--- config.mk ---
export PLATFORM = sky130hd
export DESIGN_NAME = lpcx_core
export DESIGN_NICKNAME = d
export VERILOG_FILES = /design/src/lpcx_pkg.sv /design/src/lpcx_alu.sv /design/src/lpcx_branch.sv /design/src/lpcx_core.sv
export SDC_FILE = /design/constraint.sdc
export NUM_CORES = 1
export LEC_CHECK = 0
export ABC_AREA = 0
export BUFFER_PORTS_ARGS = -buffer_cell sky130_fd_sc_hd__buf_2
export CAP_MARGIN = 15
export CORE_AREA = 8 8 172 174
export DETAILED_ROUTE_END_ITERATION = 8
export DIE_AREA = 0 0 180 182
export PLACE_DENSITY = 0.79
export SYNTH_ARGS = -nofsm -noshare
export SYNTH_HDL_FRONTEND = slang
export SYNTH_SLANG_ARGS = --single-unit
--- constraint.sdc ---
create_clock -name clk_in -period 8.67 [get_ports clk_in]
set_input_delay 0.4335 -clock clk_in [delete_from_list [all_inputs] [get_ports clk_in]]
set_output_delay 0.4335 -clock clk_in [all_outputs]
set_load 0.005 [all_outputs]
--- src/lpcx_pkg.sv ---
// Purpose: Shared constants, field positions and types for the low-power co-processor core
// Assumes: 32-bit instruction words, 16-bit general registers, word-addressed shared RAM
// Notes: Field positions are given as hi/lo pairs so the decode reads as plain part-selects
package lpcx_pkg;
    localparam int DATA_W = 16;
    localparam int INSTR_W = 32;
    localparam int MEM_AW = 11;
    localparam int PC_W = 11;
    localparam int STAGE_W = 8;
    localparam int RIDX_W = 2;
    localparam int NUM_GPR = 4;

    // Host view of shared RAM word 0
    localparam logic [31:0] HOST_BASE_ADDR = 32'h5000_0000;

    // Major opcode and sub-type fields
    localparam int OP_HI = 31;
    localparam int OP_LO = 28;
    localparam int SUB_HI = 27;
    localparam int SUB_LO = 25;
    localparam int SEL_HI = 24;
    localparam int SEL_LO = 21;
    localparam logic [3:0] OPC_ALU = 4'h7;
    localparam logic [3:0] OPC_STORE = 4'h6;
    localparam logic [3:0] OPC_LOAD = 4'hD;
    localparam logic [3:0] OPC_JUMP = 4'h8;
    localparam logic [2:0] SUB_ALU_REG = 3'h0;
    localparam logic [2:0] SUB_ALU_IMM = 3'h1;
    localparam logic [2:0] SUB_ALU_STAGE = 3'h2;
    localparam logic [2:0] SUB_STORE = 3'h4;
    localparam logic [2:0] SUB_JUMP_ABS = 3'h0;
    localparam logic [2:0] SUB_JUMP_REL = 3'h1;

    // Register index fields
    localparam int RD_HI = 1;
    localparam int RD_LO = 0;
    localparam int RA_HI = 3;
    localparam int RA_LO = 2;
    localparam int RB_HI = 5;
    localparam int RB_LO = 4;
    localparam int IMM_HI = 19;
    localparam int IMM_LO = 4;
    localparam int SIMM_HI = 11;
    localparam int SIMM_LO = 4;
    localparam int OFS_HI = 19;
    localparam int OFS_LO = 10;
    localparam int OFS_W = 10;
    localparam int STORE_PC_SHIFT = 5;

    // Jump fields
    localparam int JSEL_BIT = 21;
    localparam int JTYPE_HI = 24;
    localparam int JTYPE_LO = 22;
    localparam int JADDR_HI = 14;
    localparam int JADDR_LO = 2;
    localparam int STEP_HI = 24;
    localparam int STEP_LO = 17;
    localparam int STEP_DIR_BIT = 7;
    localparam int STEP_MAG_HI = 6;
    localparam int JCOND_BIT = 16;
    localparam int THR_HI = 15;
    localparam int THR_LO = 0;
    localparam logic [2:0] JT_ALWAYS = 3'h0;
    localparam logic [2:0] JT_ZERO = 3'h1;
    localparam logic [2:0] JT_OVF = 3'h2;

    // Register port map
    localparam logic [2:0] RA_PC = 3'h4;
    localparam logic [2:0] RA_STAGE = 3'h5;
    localparam logic [2:0] RA_FLAGS = 3'h6;
    localparam logic [2:0] RA_CTRL = 3'h7;
    localparam int CTRL_RUN_BIT = 0;
    localparam int FLAG_ZERO_BIT = 0;
    localparam int FLAG_OVF_BIT = 1;

    typedef enum logic [3:0] {
        LPCX_ADD = 4'h0,
        LPCX_SUB = 4'h1,
        LPCX_AND = 4'h2,
        LPCX_OR = 4'h3,
        LPCX_MOVE = 4'h4,
        LPCX_SHIFT_LEFT = 4'h5,
        LPCX_SHIFT_RIGHT = 4'h6
    } lpcx_alu_op_t;

    localparam logic [3:0] STG_INC = 4'h0;
    localparam logic [3:0] STG_DEC = 4'h1;
    localparam logic [3:0] STG_CLR = 4'h2;

    // Gray sequence along fetch, wait, execute, data wait
    typedef enum logic [1:0] {
        LPCX_FETCH = 2'h0,
        LPCX_IWAIT = 2'h1,
        LPCX_EXEC = 2'h3,
        LPCX_DWAIT = 2'h2
    } lpcx_state_t;

    typedef struct packed {
        logic we;
        logic [MEM_AW-1:0] addr;
        logic [INSTR_W-1:0] wdata;
    } lpcx_mem_req_t;
endpackage : lpcx_pkg

--- src/lpcx_alu.sv ---
// Purpose: 16-bit arithmetic and logic unit of the co-processor
// Assumes: Operand b is already the register or the immediate
// Notes: Overflow is the carry or borrow out of bit 15
`timescale 1ns/1ps
module lpcx_alu (
    input wire logic [3:0] op_in,
    input wire logic imm_form_in,
    input wire logic [15:0] a_in,
    input wire logic [15:0] b_in,
    output logic [15:0] result_out,
    output logic ovf_out,
    output logic valid_out,
    output logic arith_out
);
    logic [16:0] wide;

    // Operation select picks the function
    always_comb begin
        wide = 17'h0_0000;
        valid_out = 1'b1;
        arith_out = 1'b0;
        result_out = 16'h0000;
        case (op_in)
            lpcx_pkg::LPCX_ADD: begin
                wide = {1'b0, a_in} + {1'b0, b_in};
                arith_out = 1'b1;
                result_out = wide[15:0];
            end
            lpcx_pkg::LPCX_SUB: begin
                wide = {1'b0, a_in} - {1'b0, b_in};
                arith_out = 1'b1;
                result_out = wide[15:0];
            end
            lpcx_pkg::LPCX_AND: result_out = a_in & b_in;
            lpcx_pkg::LPCX_OR: result_out = a_in | b_in;
            lpcx_pkg::LPCX_MOVE: result_out = imm_form_in ? b_in : a_in; // Immediate form loads imm
            lpcx_pkg::LPCX_SHIFT_LEFT: result_out = a_in << b_in; // Amounts of 16 up give zero
            lpcx_pkg::LPCX_SHIFT_RIGHT: result_out = a_in >> b_in;
            default: valid_out = 1'b0; // Codes 7..15 do nothing
        endcase
        ovf_out = wide[16];
    end
endmodule : lpcx_alu

--- src/lpcx_branch.sv ---
// Purpose: Jump decode and target arithmetic for absolute and relative jumps
// Assumes: Program counter and all targets count 32-bit words
// Notes: Unknown jump types never branch
`timescale 1ns/1ps
module lpcx_branch (
    input wire logic [31:0] instr_in,
    input wire logic [lpcx_pkg::PC_W-1:0] pc_in,
    input wire logic [15:0] first_general_reg_in,
    input wire logic [15:0] target_reg_in,
    input wire logic zero_in,
    input wire logic ovf_in,
    output logic jump_out,
    output logic taken_out,
    output logic [lpcx_pkg::PC_W-1:0] target_out
);
    logic [2:0] sub;
    logic [2:0] jtype;
    logic [7:0] step;
    logic [lpcx_pkg::PC_W-1:0] absolute_target;
    logic [lpcx_pkg::PC_W-1:0] mag;
    logic [15:0] thr;
    logic abs_jump;
    logic rel_jump;

    assign sub = instr_in[lpcx_pkg::SUB_HI:lpcx_pkg::SUB_LO];
    assign jtype = instr_in[lpcx_pkg::JTYPE_HI:lpcx_pkg::JTYPE_LO];
    assign step = instr_in[lpcx_pkg::STEP_HI:lpcx_pkg::STEP_LO];
    assign thr = instr_in[lpcx_pkg::THR_HI:lpcx_pkg::THR_LO];
    assign mag = lpcx_pkg::PC_W'(step[lpcx_pkg::STEP_MAG_HI:0]);
    assign absolute_target = lpcx_pkg::PC_W'(instr_in[lpcx_pkg::JADDR_HI:lpcx_pkg::JADDR_LO]);
    assign abs_jump = (instr_in[lpcx_pkg::OP_HI:lpcx_pkg::OP_LO] == lpcx_pkg::OPC_JUMP)
                      && (sub == lpcx_pkg::SUB_JUMP_ABS);
    assign rel_jump = (instr_in[lpcx_pkg::OP_HI:lpcx_pkg::OP_LO] == lpcx_pkg::OPC_JUMP)
                      && (sub == lpcx_pkg::SUB_JUMP_REL);
    assign jump_out = abs_jump | rel_jump;

    // Condition and target selection
    always_comb begin
        taken_out = 1'b0;
        target_out = pc_in;
        if (abs_jump) begin
            target_out = instr_in[lpcx_pkg::JSEL_BIT] ? lpcx_pkg::PC_W'(target_reg_in)
                                                       : absolute_target;
            case (jtype)
                lpcx_pkg::JT_ALWAYS: taken_out = 1'b1;
                lpcx_pkg::JT_ZERO: taken_out = zero_in;
                lpcx_pkg::JT_OVF: taken_out = ovf_in;
                default: taken_out = 1'b0;
            endcase
        end else if (rel_jump) begin
            // Step in words, sign-magnitude
            target_out = step[lpcx_pkg::STEP_DIR_BIT] ? pc_in - mag : pc_in + mag;
            taken_out = instr_in[lpcx_pkg::JCOND_BIT] ? (first_general_reg_in >= thr)
                                                       : (first_general_reg_in < thr);
        end
    end
endmodule : lpcx_branch

--- src/lpcx_core.sv ---
// Purpose: Fetch, decode and execute of ALU, stage counter, load, store and jump instructions
// Assumes: Shared RAM answers every read with one rvalid pulse, writes need no answer
// Notes: Other opcodes are skipped as no-ops; ce_in low freezes every flip-flop
//
// The implementer's own choices: the plain strobed port and the register addresses.
`timescale 1ns/1ps
module lpcx_core (
    input wire logic clk_in,
    input wire logic rst_in,
    input wire logic ce_in,
    input wire logic [2:0] reg_addr_in,
    input wire logic [15:0] reg_wdata_in,
    input wire logic reg_we_in,
    input wire logic reg_re_in,
    output logic [15:0] reg_rdata_out,
    output logic mem_valid_out,
    output lpcx_pkg::lpcx_mem_req_t mem_req_out,
    input wire logic [31:0] mem_rdata_in,
    input wire logic mem_rvalid_in
);
    lpcx_pkg::lpcx_state_t state_q;
    logic [15:0] gpr_q [lpcx_pkg::NUM_GPR];
    logic [lpcx_pkg::PC_W-1:0] pc_q;
    logic [lpcx_pkg::STAGE_W-1:0] stage_q;
    logic zero_q;
    logic ovf_q;
    logic run_q;
    logic [31:0] instr_q;
    logic [1:0] load_dst_q;
    logic mem_valid_q;
    lpcx_pkg::lpcx_mem_req_t mem_req_q;
    logic [15:0] rdata_q;

    logic exec;
    logic [3:0] opc;
    logic [2:0] sub;
    logic [3:0] sel;
    logic [15:0] reg_a;
    logic [15:0] reg_b;
    logic [15:0] reg_d;
    logic [15:0] imm16;
    logic [7:0] imm8;
    logic [15:0] alu_b;
    logic [15:0] alu_res;
    logic alu_ovf;
    logic alu_ok;
    logic alu_arith;
    logic alu_do;
    logic stage_do;
    logic store_do;
    logic load_do;
    logic br_jump;
    logic br_taken;
    logic [lpcx_pkg::PC_W-1:0] br_target;
    logic [lpcx_pkg::PC_W-1:0] pc_next;

    // Word address from a 16-bit base and a signed word offset
    function automatic logic [lpcx_pkg::MEM_AW-1:0] word_addr(input logic [15:0] base,
                                                              input logic [lpcx_pkg::OFS_W-1:0] ofs);
        logic [15:0] sum;
        sum = base + {{(16 - lpcx_pkg::OFS_W){ofs[lpcx_pkg::OFS_W-1]}}, ofs};
        return sum[lpcx_pkg::MEM_AW-1:0];
    endfunction : word_addr

    // Field decode of the held instruction
    assign exec = (state_q == lpcx_pkg::LPCX_EXEC);
    assign opc = instr_q[lpcx_pkg::OP_HI:lpcx_pkg::OP_LO];
    assign sub = instr_q[lpcx_pkg::SUB_HI:lpcx_pkg::SUB_LO];
    assign sel = instr_q[lpcx_pkg::SEL_HI:lpcx_pkg::SEL_LO];
    assign reg_a = gpr_q[instr_q[lpcx_pkg::RA_HI:lpcx_pkg::RA_LO]];
    assign reg_b = gpr_q[instr_q[lpcx_pkg::RB_HI:lpcx_pkg::RB_LO]];
    assign reg_d = gpr_q[instr_q[lpcx_pkg::RD_HI:lpcx_pkg::RD_LO]];
    assign imm16 = instr_q[lpcx_pkg::IMM_HI:lpcx_pkg::IMM_LO];
    assign imm8 = instr_q[lpcx_pkg::SIMM_HI:lpcx_pkg::SIMM_LO];
    assign alu_b = (sub == lpcx_pkg::SUB_ALU_IMM) ? imm16 : reg_b;
    assign alu_do = exec && (opc == lpcx_pkg::OPC_ALU) && alu_ok
                    && ((sub == lpcx_pkg::SUB_ALU_REG) || (sub == lpcx_pkg::SUB_ALU_IMM));
    assign stage_do = exec && (opc == lpcx_pkg::OPC_ALU) && (sub == lpcx_pkg::SUB_ALU_STAGE);
    assign store_do = exec && (opc == lpcx_pkg::OPC_STORE) && (sub == lpcx_pkg::SUB_STORE);
    assign load_do = exec && (opc == lpcx_pkg::OPC_LOAD);
    assign pc_next = (br_jump && br_taken) ? br_target : pc_q + 1'b1;

    lpcx_alu u_alu (
        .op_in(sel),
        .imm_form_in(sub == lpcx_pkg::SUB_ALU_IMM),
        .a_in(reg_a),
        .b_in(alu_b),
        .result_out(alu_res),
        .ovf_out(alu_ovf),
        .valid_out(alu_ok),
        .arith_out(alu_arith)
    );

    lpcx_branch u_branch (
        .instr_in(instr_q),
        .pc_in(pc_q),
        .first_general_reg_in(gpr_q[0]),
        .target_reg_in(reg_d),
        .zero_in(zero_q),
        .ovf_in(ovf_q),
        .jump_out(br_jump),
        .taken_out(br_taken),
        .target_out(br_target)
    );

    // Sequencer: fetch, wait for word, execute, wait for load data
    always_ff @(posedge clk_in or posedge rst_in) begin
        if (rst_in) begin
            state_q <= lpcx_pkg::LPCX_FETCH;
        end else if (ce_in) begin
            case (state_q)
                lpcx_pkg::LPCX_FETCH: if (run_q) state_q <= lpcx_pkg::LPCX_IWAIT;
                lpcx_pkg::LPCX_IWAIT: if (mem_rvalid_in) state_q <= lpcx_pkg::LPCX_EXEC;
                lpcx_pkg::LPCX_EXEC: state_q <= load_do ? lpcx_pkg::LPCX_DWAIT : lpcx_pkg::LPCX_FETCH;
                lpcx_pkg::LPCX_DWAIT: if (mem_rvalid_in) state_q <= lpcx_pkg::LPCX_FETCH;
                default: state_q <= lpcx_pkg::LPCX_FETCH;
            endcase
        end
    end

    // Instruction capture, one full word per fetch
    always_ff @(posedge clk_in or posedge rst_in) begin
        if (rst_in) begin
            instr_q <= 32'h0000_0000;
        end else if (ce_in && state_q == lpcx_pkg::LPCX_IWAIT && mem_rvalid_in) begin
            instr_q <= mem_rdata_in;
        end
    end

    // Memory requests: whole words only, one-cycle valid pulse
    always_ff @(posedge clk_in or posedge rst_in) begin
        if (rst_in) begin
            mem_valid_q <= 1'b0;
            mem_req_q <= '0;
            load_dst_q <= 2'h0;
        end else if (ce_in) begin
            mem_valid_q <= 1'b0;
            if (state_q == lpcx_pkg::LPCX_FETCH && run_q) begin
                mem_valid_q <= 1'b1;
                mem_req_q.we <= 1'b0;
                mem_req_q.addr <= pc_q;
            end else if (store_do) begin
                mem_valid_q <= 1'b1;
                mem_req_q.we <= 1'b1;
                mem_req_q.addr <= word_addr(reg_a, instr_q[lpcx_pkg::OFS_HI:lpcx_pkg::OFS_LO]);
                mem_req_q.wdata <= {16'(pc_q) << lpcx_pkg::STORE_PC_SHIFT, reg_d};
            end else if (load_do) begin
                mem_valid_q <= 1'b1;
                mem_req_q.we <= 1'b0;
                mem_req_q.addr <= word_addr(reg_a, instr_q[lpcx_pkg::OFS_HI:lpcx_pkg::OFS_LO]);
                load_dst_q <= instr_q[lpcx_pkg::RD_HI:lpcx_pkg::RD_LO];
            end
        end
    end

    // General registers: ALU results and load data
    always_ff @(posedge clk_in or posedge rst_in) begin
        if (rst_in) begin
            for (int i = 0; i < lpcx_pkg::NUM_GPR; i++) gpr_q[i] <= 16'h0000;
        end else if (ce_in) begin
            if (alu_do) begin
                gpr_q[instr_q[lpcx_pkg::RD_HI:lpcx_pkg::RD_LO]] <= alu_res;
            end else if (state_q == lpcx_pkg::LPCX_DWAIT && mem_rvalid_in) begin
                gpr_q[load_dst_q] <= mem_rdata_in[15:0];
            end
        end
    end

    // Flags change only on register or immediate ALU operations
    always_ff @(posedge clk_in or posedge rst_in) begin
        if (rst_in) begin
            zero_q <= 1'b0;
            ovf_q <= 1'b0;
        end else if (ce_in && alu_do) begin
            zero_q <= (alu_res == 16'h0000);
            if (alu_arith) ovf_q <= alu_ovf;
        end
    end

    // Stage counter, wraps modulo 256
    always_ff @(posedge clk_in or posedge rst_in) begin
        if (rst_in) begin
            stage_q <= 8'h00;
        end else if (ce_in && stage_do) begin
            case (sel)
                lpcx_pkg::STG_INC: stage_q <= stage_q + imm8;
                lpcx_pkg::STG_DEC: stage_q <= stage_q - imm8;
                lpcx_pkg::STG_CLR: stage_q <= 8'h00;
                default: stage_q <= stage_q;
            endcase
        end
    end

    // Program counter; software may load it only while stopped
    always_ff @(posedge clk_in or posedge rst_in) begin
        if (rst_in) begin
            pc_q <= '0;
        end else if (ce_in) begin
            if (exec) begin
                pc_q <= pc_next;
            end else if (reg_we_in && reg_addr_in == lpcx_pkg::RA_PC && !run_q) begin
                pc_q <= reg_wdata_in[lpcx_pkg::PC_W-1:0];
            end
        end
    end

    // Run control bit
    always_ff @(posedge clk_in or posedge rst_in) begin
        if (rst_in) begin
            run_q <= 1'b0;
        end else if (ce_in && reg_we_in && reg_addr_in == lpcx_pkg::RA_CTRL) begin
            run_q <= reg_wdata_in[lpcx_pkg::CTRL_RUN_BIT];
        end
    end

    // Read port, data valid the cycle after the strobe only
    always_ff @(posedge clk_in or posedge rst_in) begin
        if (rst_in) begin
            rdata_q <= 16'h0000;
        end else if (ce_in) begin
            rdata_q <= 16'h0000;
            if (reg_re_in) begin
                case (reg_addr_in)
                    lpcx_pkg::RA_PC: rdata_q <= 16'(pc_q);
                    lpcx_pkg::RA_STAGE: rdata_q <= 16'(stage_q);
                    lpcx_pkg::RA_FLAGS: rdata_q <= 16'({ovf_q, zero_q});
                    lpcx_pkg::RA_CTRL: rdata_q <= 16'(run_q);
                    default: rdata_q <= gpr_q[reg_addr_in[1:0]];
                endcase
            end
        end
    end

    assign reg_rdata_out = rdata_q;
    assign mem_valid_out = mem_valid_q;
    assign mem_req_out = mem_req_q;

    chk_zero_flag_set: assert property (@(posedge clk_in) disable iff (rst_in)
        (ce_in && alu_do) |=> (zero_q == ($past(alu_res) == 16'h0000)))
        else $error("zero flag does not follow ALU result");
    chk_ovf_logic_hold: assert property (@(posedge clk_in) disable iff (rst_in)
        (ce_in && alu_do && !alu_arith) |=> $stable(ovf_q))
        else $error("overflow flag changed on a logic operation");
    chk_flags_non_alu: assert property (@(posedge clk_in) disable iff (rst_in)
        (ce_in && exec && opc != lpcx_pkg::OPC_ALU) |=> ($stable(zero_q) && $stable(ovf_q)))
        else $error("flags changed on a non-ALU instruction");
    chk_store_pc_tag: assert property (@(posedge clk_in) disable iff (rst_in)
        (mem_valid_q && mem_req_q.we)
        |-> (mem_req_q.wdata[31:16] == (16'(pc_q - 1'b1) << lpcx_pkg::STORE_PC_SHIFT)))
        else $error("store upper half is not the shifted program counter");
    chk_stage_clear: assert property (@(posedge clk_in) disable iff (rst_in)
        (ce_in && stage_do && sel == lpcx_pkg::STG_CLR) |=> (stage_q == 8'h00))
        else $error("stage counter not cleared");
    chk_load_low_half: assert property (@(posedge clk_in) disable iff (rst_in)
        (ce_in && state_q == lpcx_pkg::LPCX_DWAIT && mem_rvalid_in)
        |=> (gpr_q[$past(load_dst_q)] == $past(mem_rdata_in[15:0])))
        else $error("load did not copy the low half-word");
    chk_fetch_at_pc: assert property (@(posedge clk_in) disable iff (rst_in)
        (mem_valid_q && state_q == lpcx_pkg::LPCX_IWAIT) |-> (!mem_req_q.we && mem_req_q.addr == pc_q))
        else $error("fetch address differs from program counter");
    chk_jump_target: assert property (@(posedge clk_in) disable iff (rst_in)
        (ce_in && exec && br_jump && br_taken) |=> (pc_q == $past(br_target)) ##1 (mem_req_q.addr == pc_q))
        else $error("taken jump did not reach its target");
endmodule : lpcx_core

Word-level counts from Yosys, hierarchy flattened
Cells that the tools add are included.
Word-level totals
  register bits: 178
  output and inout port bits: 61
  word-level logic and storage cells: 166
  input port bits: 57
Cells by class
  shifts and indexed selects: 2
  magnitude comparators: 9
  $add $sub $neg: 8
  reductions and logical operators: 43
  muxes and demuxes: 51
  eq/ne operators: 26
  bitwise gates (word level): 10
Operators by type and width (count)
  $mux W16: 13
  $bmux W16 S2: 4
  $bwmux W64: 2
  $mux W64: 2
  $pmux W16 S7: 1
  $mux W11: 7
  $demux W16 S2: 2
  $pmux W16 S4: 1
  $mux W12: 3
  $pmux W17 S2: 1
  $pmux W8 S3: 1
  $logic_and A1 B1 Y1: 22
  $eq A4 B3 Y1 const B: 5
  $add A16 B16 Y17: 1
  $sub A16 B16 Y17: 1
  $and A16 B16 Y16: 1
  $ge A16 B16 Y1: 1
  $logic_not A16 Y1: 1
  $lt A16 B16 Y1: 1
  $or A16 B16 Y16: 1
  $shl A16 B16 Y16: 1
  $shr A16 B16 Y16: 1
  $eq A3 B3 Y1 const B: 5
  $ge A3 B3 Y1 const B: 5
  other kinds (35): 66

Logic depth before layout (Yosys ltp)
Gate-level depths: netlist of the first run.
  depth after elaboration: 9
  mapped depth: 22
  gate-level depth less buffers: 18

By module
Synthesis of the first run repeated with hierarchy kept, for this count alone.
Unflattened totals
  cells, all modules: 1808
  area total of the unflattened synthesis: 16203.0 µm²
By module, submodules not included
  lpcx_core: cells an instance 1032, area each 10817.9 µm², instances 1, seq. area each 4454.3 µm²
  lpcx_alu: cells an instance 552, area each 3893.7 µm², instances 1, seq. area each 0.0 µm²
  lpcx_branch: cells an instance 224, area each 1491.4 µm², instances 1, seq. area each 0.0 µm²

Worst setup path before layout of the first run
Ideal clock, no wire load.
  path kind: register -> register
  from: register instr_q[4]
  to: register gpr_q[47] (netlist name)
  clock period less this slack: 4.324 ns
  required time: 8.540 ns
  setup time: 0.130 ns
  path buffers: 4
  setup slack: 4.346 ns
  data arrival time: 4.195 ns
  stages on the path, launching flop included: 20
  cell sequence: dfrtp_1 > buf_6 > mux4_2 > a21oi_1 > buf_2 > buf_2 > buf_2 > ha_1 > inv_1 > o21ai_0 > a31oi_1 > o41a_1 > a21o_1 > a31oi_1 > o31ai_1 > a221o_1 > xor2_1 > o221a_4 > a2bb2oi_1 > o21ai_2
Between the ends
  longest elaborated chain between the ends: 9
  elaborated cells between the ends (all ways): 15
  those cells by class: add/sub: 2; shift: 2; mux: 8; bitwise: 3
RTL lines
  from (decl): line lpcx_core.sv:28  | logic [31:0] instr_q;
  from (signal assigned): line lpcx_core.sv:126  | instr_q <= mem_rdata_in;
  $not A2 Y3 (implied by the code): line lpcx_core.sv:71  | assign reg_b = gpr_q[instr_q[lpcx_pkg::RB_HI:lpcx_pkg::RB_LO]];
  $bmux W16 S2: line lpcx_core.sv:71
  $mux W16 (implied by the code) (2 in a row): line lpcx_core.sv:71
  $mux W16 (*): line lpcx_core.sv:75  | assign alu_b = (sub == lpcx_pkg::SUB_ALU_IMM) ? imm16 : reg_b;
  $sub A16 B16 Y17, or another cell as far along: line lpcx_alu.sv:30  | wide = {1'b0, a_in} - {1'b0, b_in};
  $pmux W16 S7 (*): line lpcx_alu.sv:23  | case (op_in)
  $bwmux W64 (*): line lpcx_core.sv:162  | gpr_q[instr_q[lpcx_pkg::RD_HI:lpcx_pkg::RD_LO]] <= alu_res;
  $mux W64 (*): line lpcx_core.sv:161  | if (alu_do) begin
  to (signal, indexed assignment): line lpcx_core.sv:162
  to (signal, indexed assignment): line lpcx_core.sv:164  | gpr_q[load_dst_q] <= mem_rdata_in[15:0];
  to (decl): line lpcx_core.sv:22  | logic [15:0] gpr_q [lpcx_pkg::NUM_GPR];
Mark *: on every way between the ends. The rest lies on a longest branch, timed or not. The select of a mux whose other input is x is not followed.
A chain may end at the register's enable or synchronous reset.

Final worst setup path of the first run
  from: register instr_q[4]
  to: register zero_q
Between the ends
  longest elaborated chain between the ends: 8
  elaborated cells between the ends (all ways): 14
  those cells by class: add/sub: 2; shift: 2; mux: 6; bitwise: 3; reduce/logical: 1
RTL lines
  $not A2 Y3 (implied by the code): line lpcx_core.sv:71
  $bmux W16 S2: line lpcx_core.sv:71
  $mux W16 (implied by the code) (2 in a row): line lpcx_core.sv:71
  $mux W16 (*): line lpcx_core.sv:75
  $sub A16 B16 Y17, or another cell as far along: line lpcx_alu.sv:30
  $pmux W16 S7 (*): line lpcx_alu.sv:23
  $logic_not A16 Y1 (*): line lpcx_core.sv:175  | zero_q <= (alu_res == 16'h0000);
  to (signal assigned): line lpcx_core.sv:175
  to (decl): line lpcx_core.sv:25  | logic zero_q;
Marked as above.

==> flow_summary.toml, run 1 <==
[outcome]
status = "finished clean"

[finish]
areaGrowthSynthToFinish_pct = 8.37
design_area_um2 = 17200
final_layout_size_suffix_gt1_share_pct = 18.8
nets = 2003

[clock_network]
cts_root_buf = "clkbuf_16"
numCtsBuffers = 17
clk_pin_slew_worst_paths_ps = 80
holdBufCountCts = 0
clockBufferDepth = 2
postCtsSetupBuffers = 0
clock_latency_ps = 450
clock_sinks = 178
cts_tree = "built"
ctsHtreeMaxLevel = 4
ctsResizeCount = 0

[synthesis]
netlist_instances = 1804
synth_cell_type_count = 94
synthesis.area_um2 = 15900
synthFlopType = "dfrtp_1"
synth_area_leaders = "dfrtp_1 28%, mux4_2 9.6%, ha_1 7.8%, mux2_2 5.0%, a21oi_1 4.7%"
yosysSeqAreaShare_pct = 28.0
yosysTopAreaCell = "dfrtp_1"
synth_seq_cells = 178
async_flop_share_pct = 100
ys_warn_count = 0
synth.avg_cell_area_um2 = 8.81
synth_edf_count = 0
netlist.area_leader.share_pct = 28.0

[critical_path]
ff2ff_setup_slack_ps = 2900
end_kind = "flip-flop"
endpoint = "zero_q"
cp_data_arrival_time_ps = 6160
startpoint = "instr_q[4]"
crit_type = "flip-flop to flip-flop"
ff2ff_path_depth = 17
start_kind = "flip-flop"
reg2reg_to = "zero_q"
regToRegStartpoint = "instr_q[4]"
crit_path_max_fanout = 30
critPathRequiredTime_ps = 9060

[sta]
setup_viol = 0
fin_crit_ps = 5770
hold_viol = 0
maxSlewHeadroom_pct = 20.5
skew_ps = 18.1
whs_ps = 159
tns_ps = 0
finalMaxSlewViolations = 0
rsz0062_at_grt = "no"
fmaxAchievable_ghz = 0.173
tightest_slew_ps = 1190
period_share_pct = 66.5

[grt]
use_met1_pct = 47.7
grt_pass1_wl_um = 90700
grt_start_max_net_pins = 104
met2_usage_pct = 52.0
use_met3_pct = 11.7
grt_busiest_layer = "met2"
antenna_found_initial = 3
grt_pass1_vias = 14900
overflow = 0
grt_util_all_layers_pct = 35.7

[route]
detail_route.wl_per_cell_um = 27.2
drcViolationCount = 0
drtPass1Iterations = 8
vias_per_cell = 7.17
finalWirelength_um = 59800
ant_nets = 0
num_vias = 15700
drt_iter0_drc = 2388

[worst_hold_path]
min_path_type = "primary input to async pin"

[pwr]
power.total_uw = 6960
max-vdd-ir-drop_uv = 265
leakage_uw = 0.00758
pwr_density_cell_nw_per_um2 = 404

[floorplan]
io_pins = 118
die-area_um2 = 32800
rows = 60
start_util_pct = 59.7
die_w_um = 180
fp.dieH_um = 182
core_um2 = 26700

[placed_design]
placed_cell_area_um2 = 16600
place_congestion = 1.03
port_buffers = 107
dpl.hpwl_um = 44000

[run]
drv_cap = 0
## per-layer routing
| layer | vias up | part of all wire (%) |
|---|---|---|
| met5 | - | 0.022 |
| met1 | 7576 | 38 |
| met2 | 1206 | 43 |
| met3 | 195 | 14 |
| met4 | 2 | 4.7 |
| li1 | 6770 | - |
## per-stage QoR
stage               worst slack (ps)  cells  util (%)
finish                          2900   2197      64.6
detailed placement              3150   2163      62.4
CTS                             3100   2195      64.6
floorplan                       3410   1808         -
global placement                3210   2163      62.4
global route                    2690   2197      64.6
## cell usage after synthesis (7+ instances only)
cell,instances
a21oi_1,148
a211oi_1,12
inv_1,99
nand4_1,10
o21ai_0,125
a22oi_1,58
nor2b_1,16
ha_1,99
nor3_1,38
and3_1,13
nor2_1,111
o21ai_1,32
o211ai_1,20
and2_1,10
o21a_1,12
mux2i_1,29
xor2_1,17
nand3_1,33
a311oi_1,7
a221o_1,7
a21o_1,21
o221ai_1,10
nand2b_1,9
buf_4,7
o31ai_1,18
dfrtp_1,178
buf_1,9
a211o_1,7
a31oi_1,10
or3_1,8
o21bai_1,10
nor4_1,9
xnor2_1,36
o22ai_1,14
mux2_2,71
buf_2,22
nand2_1,187
clkbuf_1,84
nor3b_1,11
mux4_2,68
a32oi_1,9
## layout make-up
class,instances,area (µm²)
flip-flops and latches,178,4460
multi-input cells,1399,10600
well taps,341,427
clock inverters,15,176
fillers,2253,9420
inverters,105,399
repair buffers,141,788
diodes,1,2.50
clock buffers,17,425
## worst min-delay path by stage
stage	end	cells past startpoint	slack, ps	from
5_1_grt	instr_q[29]	2	210	mem_rdata_in[29]
3_3_place_gp	mem_req_out[41]	2	460	mem_req_out[41]
3_5_place_dp	mem_req_out[40]	2	470	mem_req_out[40]
2_1_floorplan	stage_q[0]	2	470	stage_q[0]
4_1_cts	mem_req_out[15]	2	210	rst_in
6_report	mem_req_out[11]	2	160	rst_in
## state kept, by name, indices dropped and copies added, names as in the netlist
signal,count
gpr_q,64
mem_req_out,39
instr_q,32
reg_rdata_out,16
pc_q,11
stage_q,8
load_dst_q,2
state_q,2
mem_valid_out,1
ovf_q,1
run_q,1
zero_q,1
## power by group
| part | internal, µW | switching, µW | total (µW) | leakage, µW |
|---|---|---|---|---|
| clock network | 393 | 403 | 796 | 0.000287 |
| registers | 1020 | 477 | 1490 | 0.00235 |
| logic | 1780 | 2890 | 4670 | 0.00494 |
| total | 3190 | 3770 | 6960 | 0.00758 |
## worst max-delay path: stages, from the launching register on
cell and delay [ps]:
dfrtp_1 1140, mux2i_1 370, o21ai_2 370, nand2_1 130
buf_4 270, ha_1 340, nor2b_1 40, o21ai_0 260
a31oi_1 230, o41a_1 460, a21o_1 210, a31oi_1 300
o31ai_1 150, a221o_1 330, xor2_1 220, o221ai_1 150
nor4_1 550, a21bo_1 180
## placed cells by master, fill, tap and decap left out, drive strengths merged, types with 13 or more instances in the layout
cell and count:
o22ai 14, inv 113, a22oi 58, nand2 187, o211ai 22, ha 99, clkbuf 17, and3 13
buf 141, nand3 33, o31ai 19, o21ai 159, mux2 71, nor3 39, mux2i 29, a21o 21
nor2 112, mux4 68, a21oi 149, dfrtp 178, xnor2 37, xor2 17, nor2b 16
## cells by family after synthesis
logic type	share of synthesized area, %
AO/OA/AOI/OAI	23.4
XOR/XNOR	3.02
adder cells (fa/ha/maj)	8.42
buffers and inverters	5.98
flip-flops	28.0
multiplexers	16.5
other	0.0236
AND/OR/NAND/NOR	14.7
Note: power is estimated with default switching activity, not from simulation.
==> run 2, diff against run 1 <==
==> constraint.sdc (replaced) <==
create_clock -name clk_in -period 5.7 [get_ports clk_in]
set_input_delay 0.285 -clock clk_in [delete_from_list [all_inputs] [get_ports clk_in]]
set_output_delay 0.285 -clock clk_in [all_outputs]
set_load 0.005 [all_outputs]
==> run 2 against run 1 <==
  * The run now ends with negative hold slack left
  * Worst setup slack got worse by 2300 ps
  * Combinational power rose by 61%
  * Die area did not move
  * Sequential share of layout area shrank 0.26 points
  * Fmax is 14% higher
  * Core utilization up 0.67 points
  * Sequential power is 50% higher
==> flow_summary.toml, run 2 (same netlist as run 1, synthesis figures left out) <==
[critical_path]
cp_top_family = "compound AO/OA/AOI/OAI gates"
regToRegStartpoint = "instr_q[26]"
path_common_cell = "a21oi_1"
path_buf_inv = 2
max_stage_delay_ps = 650
cp_data_arrival_time_ps = 5400
start_kind = "flip-flop"
crit_path_max_fanout = 11
ff2ff_setup_slack_ps = 650
crit_type = "flip-flop to flip-flop"
end_kind = "flip-flop"
ff2ff_path_depth = 18
cpMaxStageDelayCell = "nor3b_4"
critPathRequiredTime_ps = 6040
cp_num_cells = 18
reg2reg_to = "zero_q"
cp_cell_sequence = "nor3b_4 > o21a_1 > nor2_2 > inv_2 > ha_1 > inv_1 > fa_1 > nor2_1 > a21oi_1 > a31oi_2 > o221ai_2 > a221oi_1 > a21oi_1 > xor2_1 > o21ai_1 > nor4_1 > and3_1 > a21bo_1"

[clock_network]
cts_root_buf = "clkbuf_16"
clock_latency_ps = 450
numCtsBuffers = 17
clk_pin_slew_worst_paths_ps = 90
postCtsSetupBuffers = 0
clock_sinks = 178
clockBufferDepth = 2
cts_tree = "built"
holdBufCountCts = 0
ctsHtreeMaxLevel = 4
ctsResizeCount = 0

[run]
drv_cap = 0

[floorplan]
rows = 60
io_pins = 118
start_util_pct = 59.7
core_um2 = 26700
die-area_um2 = 32800
die_w_um = 180
fp.dieH_um = 182

[grt]
grt_util_all_layers_pct = 36.8
grt_pass1_vias = 15000
grt_pass1_wl_um = 93100
grt_start_max_net_pins = 87
overflow = 0
antenna_found_initial = 2

[sta]
maxSlewHeadroom_pct = 24.5
tns_ps = 0
fmaxAchievable_ghz = 0.198
period_share_pct = 88.6
setup_viol = 0
whs_ps = -24.6
fin_crit_ps = 5050
finalMaxSlewViolations = 0
skew_ps = 17.6
tightest_slew_ps = 1130
hold_viol = 12
rsz0062_at_grt = "no"

[finish]
nets = 2023
design_area_um2 = 17400
final_cell_mix = "187 x nand2_1, 177 x dfrtp_1, 147 x a21oi_1"
mostFrequentLayoutCell = "nand2_1"
largest_register_ffs = 64
areaGrowthSynthToFinish_pct = 9.48
nFillCells = 2240
final_layout_size_suffix_gt1_share_pct = 19.5
top_register = "gpr_q"

[pwr]
leakage_uw = 0.00769
pwr_density_cell_nw_per_um2 = 632
max-vdd-ir-drop_uv = 525

[placed_design]
port_buffers = 107
dpl.hpwl_um = 45900
placed_cell_area_um2 = 16800
place_congestion = 1.07

[route]
num_vias = 15800
drt_iter0_drc = 2520
detail_route.wl_per_cell_um = 28.0
drtPass1Iterations = 6
vias_per_cell = 7.14
drcViolationCount = 0
ant_nets = 0
finalWirelength_um = 62000

[worst_hold_path]
min_path_type = "primary input to async pin"

[outcome]
violations = "negative hold slack"
status = "complete, but fails checks"
-- run 2: metal layers --
| metal | part of all wire, % | GRT usage (%) | up-vias |
|---|---|---|---|
| li1 | - | - | 6786 |
| met1 | 38 | 49.2 | 7591 |
| met2 | 42 | 53.9 | 1218 |
| met3 | 14 | 11.7 | 242 |
| met4 | 5.4 | 16.8 | 0 |
| met5 | 0 | 0 | - |
-- run 2: where the power goes --
group          total (µW)  switching, µW  leakage [µW]  internal, µW
Sequential           2230            685       0.00235          1550
Combinational        7510           4700       0.00504          2810
Clock                1270            625      0.000303           642
Total               11000           6000       0.00769          5000
-- run 2: worst max path at each step --
stage	slack, ps	startpoint	endpoint
2_1_floorplan	580	rst_in	gpr_q[0]
3_3_place_gp	870	instr_q[2]	gpr_q[13]
3_5_place_dp	800	instr_q[2]	zero_q
4_1_cts	760	instr_q[2]	zero_q
5_1_grt	480	instr_q[2]	zero_q
6_report	650	instr_q[26]	zero_q
-- run 2: final cells by class --
class | count | area, µm² | share of cell area [%]
Antenna cell | 2 | 5.00 | 0.0288
Clock buffer | 17 | 425 | 2.44
Clock inverter | 15 | 206 | 1.19
Inverter | 105 | 399 | 2.29
Multi-Input combinational cell | 1399 | 10500 | 60.6
Sequential cell | 178 | 4460 | 25.6
Tap cell | 341 | 427 | 2.45
Timing Repair Buffer | 161 | 941 | 5.41
-- run 2: per-stage QoR --
step                      total power, µW  setup slack, ps  std cells  utilization, %
after floorplan                      7040              585       1808               -
after global placement               9230              868       2184            62.9
after detailed placement             9330              797       2184            62.9
after CTS                           10700              758       2216            65.3
after global routing                11500              481       2217            65.3
final                               11000              648       2218            65.3
